--- src/ddrpc_pkg.sv ---
// Shared constants for the DDR2 pin command and data interface block.
package ddrpc_pkg;
    // Command codes on {rowStrobe_n, colStrobe_n, writeEnable_n}.
    localparam logic [2:0] CMD_MODE_SET  = 3'h0;
    localparam logic [2:0] CMD_REFRESH   = 3'h1;
    localparam logic [2:0] CMD_PRECHARGE = 3'h2;
    localparam logic [2:0] CMD_ACTIVATE  = 3'h3;
    localparam logic [2:0] CMD_WRITE     = 3'h4;
    localparam logic [2:0] CMD_READ      = 3'h5;
    localparam logic [2:0] CMD_TERMINATE = 3'h6;
    localparam logic [2:0] CMD_NOP       = 3'h7;

    // Mode register selected by bank_select during a mode set.
    localparam logic [2:0] SEL_BASE_MODE = 3'h0;
    localparam logic [2:0] SEL_EXT_ONE   = 3'h1;

    // Field positions in the command address, the base mode register and extended register one.
    localparam int BURST_LSB          = 0;
    localparam int AUTO_PRECHARGE_BIT = 10;
    localparam int TERM_SEL_LOW_BIT   = 2;
    localparam int TERM_SEL_HIGH_BIT  = 6;
    localparam int COMP_STROBE_BIT    = 10;
    localparam int REDUNDANT_BIT      = 11;

    // Burst length codes and beat counts.
    localparam logic [2:0] BURST_CODE_4 = 3'h2;
    localparam logic [2:0] BURST_CODE_8 = 3'h3;
    localparam logic [3:0] BEATS_4      = 4'h4;
    localparam logic [3:0] BEATS_8      = 4'h8;

    // Reset values of the mode registers.
    localparam logic [14:0] BASE_MODE_RESET = 15'h0002;
    localparam logic [14:0] EXT_ONE_RESET   = 15'h0000;

    // Column field width and synchroniser depth.
    localparam int COLUMN_BITS = 10;
    localparam int SYNC_STAGES = 2;

    typedef enum logic [1:0] {
        DDRPC_IDLE,
        DDRPC_WRITE,
        DDRPC_READ
    } ddrpc_state_t;
endpackage

--- src/ddrpc_core.sv ---
// DDR2 device pin command decoder, mode registers and data path.
`timescale 1ns/1ns

// Small flip-flop FIFO with valid and ready on both sides.
module ddrpc_fifo #(
    parameter int WIDTH = 8,
    parameter int DEPTH = 4
) (
    // Clock and reset
    input  wire logic             clk,
    input  wire logic             sys_rst,
    // Fill side
    input  wire logic             inValid,
    output logic                  inReady,
    input  wire logic [WIDTH-1:0] inData,
    // Drain side
    output logic                  outValid,
    input  wire logic             outReady,
    output logic      [WIDTH-1:0] outData
);
    localparam int AW = (DEPTH > 1) ? $clog2(DEPTH) : 1;

    initial begin
        if (DEPTH < 2 || (DEPTH & (DEPTH - 1)) != 0) begin
            $error("FIFO depth must be a power of two of at least two.");
        end
    end

    logic [WIDTH-1:0] store [DEPTH];
    logic [AW:0]      wrPtr;
    logic [AW:0]      rdPtr;
    wire              pushing = inValid && inReady;
    wire              popping = outValid && outReady;

    assign inReady  = (wrPtr - rdPtr) != (AW + 1)'(DEPTH);
    assign outValid = wrPtr != rdPtr;
    assign outData  = store[rdPtr[AW-1:0]];

    always_ff @(posedge clk or posedge sys_rst) begin
        if (sys_rst) begin
            wrPtr <= '0;
            rdPtr <= '0;
        end else begin
            if (pushing) begin
                wrPtr <= wrPtr + 1'b1;
            end
            if (popping) begin
                rdPtr <= rdPtr + 1'b1;
            end
        end
    end

    always_ff @(posedge clk) begin
        if (pushing) begin
            store[wrPtr[AW-1:0]] <= inData;
        end
    end
endmodule // ddrpc_fifo

module ddrpc_core #(
    parameter int DATA_WIDTH = 8,
    parameter int ADDR_WIDTH = 15,
    parameter int FIFO_DEPTH = 4
) (
    // Clock and reset
    input  wire logic                  clk,
    input  wire logic                  sys_rst,
    // Link clock and command pins
    input  wire logic                  linkClock,
    input  wire logic                  clockGate,
    input  wire logic                  chipSelect_n,
    input  wire logic                  rowStrobe_n,
    input  wire logic                  colStrobe_n,
    input  wire logic                  writeEnable_n,
    input  wire logic [2:0]            bank_select,
    input  wire logic [ADDR_WIDTH-1:0] address_in,
    input  wire logic                  die_termination_ctl,
    // Data, mask and strobe pins, one strobe and mask per byte lane
    input  wire logic [DATA_WIDTH-1:0] dataIn,
    output logic      [DATA_WIDTH-1:0] dataOut,
    output logic                       dataOe,
    input  wire logic [DATA_WIDTH/8-1:0] write_mask,
    input  wire logic [DATA_WIDTH/8-1:0] strobeIn,
    output logic      [DATA_WIDTH/8-1:0] strobeOut,
    output logic      [DATA_WIDTH/8-1:0] strobeOutN,
    output logic      [DATA_WIDTH/8-1:0] strobeOe,
    output logic      [DATA_WIDTH/8-1:0] strobeOeN,
    output logic                       redundant_read_strobe,
    output logic                       redundantStrobeN,
    output logic                       redundantOe,
    // Termination and mode status
    output logic                       terminationOn,
    output logic                       compStrobeEnable,
    output logic                       writeMaskEnable,
    output logic      [14:0]           baseModeReg,
    output logic      [14:0]           extended_mode_reg_one,
    // Decoded array commands
    output logic                       activatePulse,
    output logic                       readPulse,
    output logic                       writePulse,
    output logic                       prechargePulse,
    output logic                       prechargeAll,
    output logic      [2:0]            cmdBank,
    output logic      [ADDR_WIDTH-1:0] cmdRow,
    output logic      [9:0]            cmdColumn,
    output logic                       cmdAutoPrecharge,
    // Received write beats to the user
    output logic                       wrBeatValid,
    input  wire logic                  wrBeatReady,
    output logic      [DATA_WIDTH-1:0] wrBeatData,
    output logic      [DATA_WIDTH/8-1:0] wrBeatMask,
    output logic                       wrBufferReady,
    // Read beats from the user
    input  wire logic                  rdBeatValid,
    output logic                       rdBeatReady,
    input  wire logic [DATA_WIDTH-1:0] rdBeatData
);
    localparam int LANES = DATA_WIDTH / 8;
    localparam int PW    = 10 + ADDR_WIDTH + DATA_WIDTH + 2 * LANES;
    localparam bit BYTE_WIDE = (LANES == 1);

    initial begin
        if (DATA_WIDTH != 8 && DATA_WIDTH != 16) begin
            $error("Data width must be 8 or 16.");
        end
        if (ADDR_WIDTH < 12 || ADDR_WIDTH > 15) begin
            $error("Address width must lie between 12 and 15.");
        end
    end

    function automatic logic [3:0] burstBeats(input logic [2:0] code);
        burstBeats = (code == ddrpc_pkg::BURST_CODE_8) ?
                     ddrpc_pkg::BEATS_8 : ddrpc_pkg::BEATS_4;
    endfunction

    // Every pin passes two flip-flops before any logic reads it.
    wire [PW-1:0] pinBus = {linkClock, clockGate, chipSelect_n, rowStrobe_n,
                            colStrobe_n, writeEnable_n, bank_select,
                            address_in, die_termination_ctl, dataIn,
                            write_mask, strobeIn};
    logic [PW-1:0] syncA;
    logic [PW-1:0] syncB;
    logic [LANES-1:0] strobeLast;
    logic             linkLast;

    always_ff @(posedge clk or posedge sys_rst) begin
        if (sys_rst) begin
            syncA      <= '0;
            syncB      <= '0;
            strobeLast <= '0;
            linkLast   <= 1'b0;
        end else begin
            syncA      <= pinBus;
            syncB      <= syncA;
            strobeLast <= syncB[LANES-1:0];
            linkLast   <= syncB[PW-1];
        end
    end

    wire [LANES-1:0]      sStrobe = syncB[LANES-1:0];
    wire [LANES-1:0]      sMask   = syncB[2*LANES-1:LANES];
    wire [DATA_WIDTH-1:0] sData   = syncB[2*LANES+DATA_WIDTH-1:2*LANES];
    wire                  sTerm   = syncB[2*LANES+DATA_WIDTH];
    wire [ADDR_WIDTH-1:0] sAddr   =
        syncB[2*LANES+DATA_WIDTH+ADDR_WIDTH:2*LANES+DATA_WIDTH+1];
    wire [2:0]            sBank   = syncB[PW-7:PW-9];
    wire [2:0]            sCmd    = syncB[PW-4:PW-6];
    wire                  sCs_n   = syncB[PW-3];
    wire                  sGate   = syncB[PW-2];

    // Commands are taken only at a rising link clock edge with gate high.
    wire linkRise = syncB[PW-1] && !linkLast;
    wire cmdTake  = linkRise && sGate && !sCs_n;
    wire isMode   = cmdTake && sCmd == ddrpc_pkg::CMD_MODE_SET;
    wire isAct    = cmdTake && sCmd == ddrpc_pkg::CMD_ACTIVATE;
    wire isRead   = cmdTake && sCmd == ddrpc_pkg::CMD_READ;
    wire isWrite  = cmdTake && sCmd == ddrpc_pkg::CMD_WRITE;
    wire isPre    = cmdTake && sCmd == ddrpc_pkg::CMD_PRECHARGE;

    // Mode register op codes, routed by bank select.
    wire [14:0] opCode  = 15'(sAddr);
    wire        wrBase  = isMode && sBank == ddrpc_pkg::SEL_BASE_MODE;
    wire        wrExt1  = isMode && sBank == ddrpc_pkg::SEL_EXT_ONE;
    wire [14:0] next_baseModeReg = wrBase ? opCode : baseModeReg;
    wire [14:0] next_extReg      =
        wrExt1 ? opCode : extended_mode_reg_one;

    always_ff @(posedge clk or posedge sys_rst) begin
        if (sys_rst) begin
            baseModeReg           <= ddrpc_pkg::BASE_MODE_RESET;
            extended_mode_reg_one <= ddrpc_pkg::EXT_ONE_RESET;
        end else begin
            baseModeReg           <= next_baseModeReg;
            extended_mode_reg_one <= next_extReg;
        end
    end

    // Termination is off in the register when both select bits are zero.
    wire termAllowed =
        extended_mode_reg_one[ddrpc_pkg::TERM_SEL_LOW_BIT] ||
        extended_mode_reg_one[ddrpc_pkg::TERM_SEL_HIGH_BIT];
    wire redundantOn = BYTE_WIDE &&
        extended_mode_reg_one[ddrpc_pkg::REDUNDANT_BIT];
    // A set bit turns the complementary lane strobes off, but not redundantStrobeN.
    assign compStrobeEnable =
        !extended_mode_reg_one[ddrpc_pkg::COMP_STROBE_BIT];
    // On byte-wide parts the mask pin doubles as the redundant strobe.
    assign writeMaskEnable = !redundantOn;

    // Decoded array command fields, each held until the next array command that loads it.
    always_ff @(posedge clk or posedge sys_rst) begin
        if (sys_rst) begin
            terminationOn    <= 1'b0;
            activatePulse    <= 1'b0;
            readPulse        <= 1'b0;
            writePulse       <= 1'b0;
            prechargePulse   <= 1'b0;
            prechargeAll     <= 1'b0;
            cmdBank          <= '0;
            cmdRow           <= '0;
            cmdColumn        <= '0;
            cmdAutoPrecharge <= 1'b0;
        end else begin
            terminationOn  <= linkRise ? (sTerm && termAllowed)
                                       : (terminationOn && termAllowed);
            activatePulse  <= isAct;
            readPulse      <= isRead;
            writePulse     <= isWrite;
            prechargePulse <= isPre;
            if (isAct || isRead || isWrite || isPre) begin
                cmdBank <= sBank;
            end
            if (isAct) begin
                cmdRow <= sAddr;
            end
            if (isRead || isWrite) begin
                cmdColumn        <= sAddr[ddrpc_pkg::COLUMN_BITS-1:0];
                cmdAutoPrecharge <= sAddr[ddrpc_pkg::AUTO_PRECHARGE_BIT];
            end
            if (isPre) begin
                prechargeAll <= sAddr[ddrpc_pkg::AUTO_PRECHARGE_BIT];
            end
        end
    end

    // Burst sequencing for the data path.
    ddrpc_pkg::ddrpc_state_t state;
    ddrpc_pkg::ddrpc_state_t next_state;
    logic [3:0] beatCount;
    wire  [3:0] beatsPerBurst =
        burstBeats(baseModeReg[ddrpc_pkg::BURST_LSB+2:ddrpc_pkg::BURST_LSB]);

    // Write beats are caught on either edge of the lowest lane strobe.
    wire strobeEdge = sStrobe[0] != strobeLast[0];
    wire [LANES-1:0] beatMask = writeMaskEnable ? sMask : '0;
    wire wrBeat     = state == ddrpc_pkg::DDRPC_WRITE && strobeEdge;
    // A beat with every lane masked is dropped outright.
    wire wrKeep     = wrBeat && !(&beatMask);
    // Read beats advance one per clock while the user supplies data.
    wire rdBeat     = state == ddrpc_pkg::DDRPC_READ && rdBeatValid;
    wire lastBeat   = (wrBeat || rdBeat) && beatCount == beatsPerBurst - 4'h1;

    assign rdBeatReady = state == ddrpc_pkg::DDRPC_READ;

    always_comb begin
        next_state = state;
        unique case (state)
            ddrpc_pkg::DDRPC_IDLE: begin
                if (isWrite) begin
                    next_state = ddrpc_pkg::DDRPC_WRITE;
                end else if (isRead) begin
                    next_state = ddrpc_pkg::DDRPC_READ;
                end
            end
            ddrpc_pkg::DDRPC_WRITE,
            ddrpc_pkg::DDRPC_READ: begin
                if (lastBeat) begin
                    next_state = ddrpc_pkg::DDRPC_IDLE;
                end
            end
        endcase
    end

    always_ff @(posedge clk or posedge sys_rst) begin
        if (sys_rst) begin
            state     <= ddrpc_pkg::DDRPC_IDLE;
            beatCount <= '0;
        end else begin
            state     <= next_state;
            beatCount <= (state == ddrpc_pkg::DDRPC_IDLE) ? 4'h0 :
                         (wrBeat || rdBeat) ? beatCount + 4'h1 : beatCount;
        end
    end

    // Read drive: data and strobe change together so edges line up.
    logic strobeLevel;
    logic driving;
    always_ff @(posedge clk or posedge sys_rst) begin
        if (sys_rst) begin
            dataOut     <= '0;
            strobeLevel <= 1'b0;
            driving     <= 1'b0;
        end else begin
            driving <= state == ddrpc_pkg::DDRPC_READ;
            if (rdBeat) begin
                dataOut     <= rdBeatData;
                strobeLevel <= !strobeLevel;
            end else if (state != ddrpc_pkg::DDRPC_READ) begin
                strobeLevel <= 1'b0;
            end
        end
    end

    assign dataOe = driving;
    genvar lane;
    generate
        for (lane = 0; lane < LANES; lane++) begin : g_lane
            // Every lane strobe copies the one strobe level that times the whole read word.
            assign strobeOut[lane]  = strobeLevel;
            assign strobeOutN[lane] = !strobeLevel;
            assign strobeOe[lane]   = driving;
            assign strobeOeN[lane]  = driving && compStrobeEnable;
        end
    endgenerate
    assign redundant_read_strobe = strobeLevel;
    assign redundantStrobeN      = !strobeLevel;
    assign redundantOe           = driving && redundantOn;

    // Kept write beats go through the buffer; a full buffer is reported.
    ddrpc_fifo #(
        .WIDTH (DATA_WIDTH + LANES),
        .DEPTH (FIFO_DEPTH)
    ) u_wrFifo (
        .clk      (clk),
        .sys_rst  (sys_rst),
        .inValid  (wrKeep),
        .inReady  (wrBufferReady),
        .inData   ({beatMask, sData}),
        .outValid (wrBeatValid),
        .outReady (wrBeatReady),
        .outData  ({wrBeatMask, wrBeatData})
    );
endmodule // ddrpc_core

--- config.mk ---
export PLATFORM = sky130hd
export DESIGN_NAME = ddrpc_core
export DESIGN_NICKNAME = d
export VERILOG_FILES = /design/src/ddrpc_pkg.sv /design/src/ddrpc_core.sv
export SDC_FILE = /design/constraint.sdc
export NUM_CORES = 1
export LEC_CHECK = 0
export ABC_CLOCK_PERIOD_IN_PS = 4800
export BUFFER_PORTS_ARGS = -buffer_cell sky130_fd_sc_hd__clkbuf_2
export CAP_MARGIN = 0
export CORE_MARGIN = 4
export CORE_UTILIZATION = 49
export CTS_CLUSTER_SIZE = 12
export DETAILED_ROUTE_END_ITERATION = 7
export HOLD_SLACK_MARGIN = 0.03
export PLACE_DENSITY = 0.75
export SLEW_MARGIN = 10
export SYNTH_ARGS = -nofsm -noshare
export SYNTH_HDL_FRONTEND = slang
export SYNTH_SLANG_ARGS = --single-unit
--- constraint.sdc ---
create_clock -name clk -period 4.8 [get_ports clk]
set_input_delay 0.24 -clock clk [delete_from_list [all_inputs] [get_ports clk]]
set_output_delay 0.24 -clock clk [all_outputs]
set_load 0.005 [all_outputs]
==> impl_metrics.ini <==
[sta]
slew_headroom_pct = 30.2
max_freq_mhz = 396
setup_violations = 0
period_needed_ps = 2520
drv_slew = 0
finClkSkew_ps = 6.18
rsz0062_at_grt = no
fin_setup_tns_ps = 0
hold_viol = 0
fin_crit_sh_pct = 52.6
tightestPinTransition_ps = 1040

[detailed_routing]
wirelength_um = 13400
dr.pass1.iters = 4
wl_per_cell_um = 17.8
drc = 0
drt_iter0_drc = 224
postRouteAntennaNets = 0
via_per_inst = 4.93
vias = 3720

[layout]
diodes = 0
drive_gt1_share_pct = 46.5
instances_no_fill = 754
area_growth_pct = 27.3
nNetsFinal = 619
fin_util_pct = 63.5

[placement]
gp_congestion = 0.810
portBuffers = 141
placed_cells = 684
dp_hpwl_um = 8780

[global_routing]
grt_start_max_net_pins = 114
antenna_found_initial = 0
grt_pass1_vias = 4034
grt-ovfl-total = 0
grt_pass1_wl_um = 21700
grt_usage_pct = 17.7

[clock_tree]
cts.sinks = 195
clk_path_buf_depth = 2
htreeDepth = 4
cts_buffers = 17
cts_setup_buffers = 0
clkTransAtPathRegs_ps = 70
clock_latency_ps = 430
cts_tree = yes
cts-root-buf = clkbuf_16
postCtsResizedCells = 0
hold_buffers = 38

[yosys]
yosysTopAreaCell = dfrtp_1
syn-num-nets = 429
ys_ff_latch = 195
synth_top_area_share_pct = 57.1
synth.most_common_cell = dfrtp_1
syn-instance-count = 371
synthArstFlopShare_pct = 81.5
yosysUniqueCellTypes = 46
synth_commonest_cells = dfrtp_1 (158), mux2_2 (47), edfxtp_1 (36), mux2_4 (21), ha_1 (11)
synthTopCellsByArea = dfrtp_1 (57%), edfxtp_1 (16%), mux2_2 (7.6%), mux2_4 (4.6%), mux4_2 (2.9%)
ys.flop_type = dfrtp_1
synth-edff-count = 36
yosys_warnings = 0
synth_seq_area_share_pct = 73.1
syn_area_sq_um = 6920
syn_area_per_cell_sq_um = 18.7

[power_and_ir_drop]
ir_drop_v = 0.000321
pwr-share-comb_pct = 16.0
p_leak_nw = 4.24
p_switching_mw = 1.05
pwr-share-seq_pct = 47.7
sw_frac_of_total_pct = 25.2
p_int_mw = 3.11
power_density_nw_per_um2 = 472
clock_power_share_pct = 36.3

[status]
status = finished clean

[worst_setup_path]
critPathSlowestCell = a31oi_1
crit_path_end_kind = flop
cp.required_ps = 4850
crit_fanout = 12
cp_slowest_stage_delay_ps = 810
cp_cell_sequence = ha_1, nor2b_1, xnor2_2, a31oi_1
path_class = reg2reg
worstSetupStartpointType = flop
cp_data_arrival_time_ps = 2570

[floorplan]
dieWidth_um = 127
dieArea_sq_um = 16100
core_sq_um = 13900
rows = 43
dieHeight_um = 127
initial_utilization_pct = 49.9
io_pins = 142

[job]
maxCapViolations = 0

[hold_path]
min_path_type = in2async
[metrics by stage]
step | total power [mW] | instance area [sq um] | hold WS (ps) | setup WS [ps]
floorplan | 2.40 | 6920 | 271 | 270
global placement | 2.63 | 7800 | 332 | 2330
detailed placement | 2.66 | 7800 | 335 | 2280
CTS | 4.20 | 8810 | 30.7 | 2210
global route | 4.37 | 8810 | 32.7 | 2000
finish | 4.16 | 8810 | 6.17 | 2280
[kinds of logic after synthesis]
family	Yosys count	synth area share, %
buffers and inverters	19	1.55
adders and majority gates	11	1.99
DFF	195	73.1
muxes	81	15.7
xor gates and xnor gates	11	1.61
AOI/OAI and AO/OA	11	1.30
and+or+nand+nor	43	4.70
[power groups by stage]
stage | clock network [mW] | logic, mW | registers [mW]
global placement | 0 | 0.632 | 2.00
floorplan | 0 | 0.436 | 1.96
CTS | 1.54 | 0.676 | 1.98
detailed placement | 0 | 0.649 | 2.01
global route | 1.62 | 0.738 | 2.01
finish | 1.51 | 0.665 | 1.98
[placed cells by master, fill, tap and decap left out, types with 2 or more instances in the layout]
cell / Yosys / routed
inv_1: 10 / 9
and2_1: 3 / 3
clkinv_4: 0 / 2
and2_2: 3 / 3
mux2i_1: 2 / 2
nand2_1: 6 / 6
a31oi_1: 3 / 3
bufinv_16: 0 / 4
dfrtp_1: 158 / 158
mux2_2: 47 / 47
dlygate4sd3_1: 0 / 38
and3_1: 2 / 2
xor2_1: 5 / 5
xnor2_1: 4 / 4
o21ai_0: 2 / 2
nor2b_1: 4 / 4
mux2_4: 21 / 21
ha_1: 11 / 11
clkbuf_16: 0 / 17
mux4_2: 9 / 9
edfxtp_1: 36 / 36
clkbuf_2: 0 / 141
a21oi_1: 2 / 2
inv_6: 0 / 6
nor2_1: 5 / 5
mux2_1: 2 / 2
nand3_1: 5 / 5
xnor2_2: 2 / 2
[critical path: cells and delay by family (launching register included)]
family                     cells  cell delay (ps)
AOI/OAI and AO/OA              1              810
xor gates and xnor gates       1              130
adders and majority gates      1              250
DFF                            1              760
and+or+nand+nor                1              200
[flip-flops by register name (all words and copies together) (netlist names), 2 cells and up]
| signal | count |
|---|---|
| syncA | 35 |
| cmdRow | 15 |
| baseModeReg | 15 |
| dataOut | 8 |
| syncB | 35 |
| cmdColumn | 10 |
| beatCount | 4 |
| state | 2 |
| u_wrFifo.wrPtr | 3 |
| u_wrFifo.store | 36 |
| u_wrFifo.rdPtr | 3 |
| cmdBank | 3 |
| extended_mode_reg_one | 15 |
[layout make-up]
type,count,area [sq um]
Clock inverter,13,193
Timing Repair Buffer,180,1090
Sequential cell,195,5060
Fill cell,1005,5070
Tap cell,180,225
Clock buffer,19,443
Multi-Input combinational cell,157,1750
Inverter,10,42.5
[final timing paths]
| path | from | slack, ps | endpoint | cells after the start |
|---|---|---|---|---|
| worst max-delay path | u_wrFifo.rdPtr[0]$_DFFE_PP0P_ | 2280 | u_wrFifo.store[3][8]$_DFFE_PP_ | 4 |
| worst min-delay path | sys_rst | 6 | syncB[3]$_DFF_PP0_ | 2 |
| worst max register to register | u_wrFifo.rdPtr[0]$_DFFE_PP0P_ | 2280 | u_wrFifo.store[3][8]$_DFFE_PP_ | 4 |
| worst min register to register | syncA[8]$_DFF_PP0_ | 350 | syncB[8]$_DFF_PP0_ | 0 |
| max in group asynchronous | sys_rst | 3640 | beatCount[3]$_DFFE_PP0P_ | 3 |
| min in group clk | rdBeatData[0] | 50 | dataOut[0]$_DFFE_PP0P_ | 2 |
[metal layers]
| metal | routed length, um | track usage, % | vias up |
|---|---|---|---|
| met4 | 184 | 5.49 | 0 |
| met2 | 6580 | 28.1 | 109 |
| met5 | 0 | 0 | - |
| li1 | - | - | 1699 |
| met3 | 961 | 7.54 | 17 |
| met1 | 5670 | 22.4 | 1895 |
No activity file was read; power rests on OpenSTA's default activity.
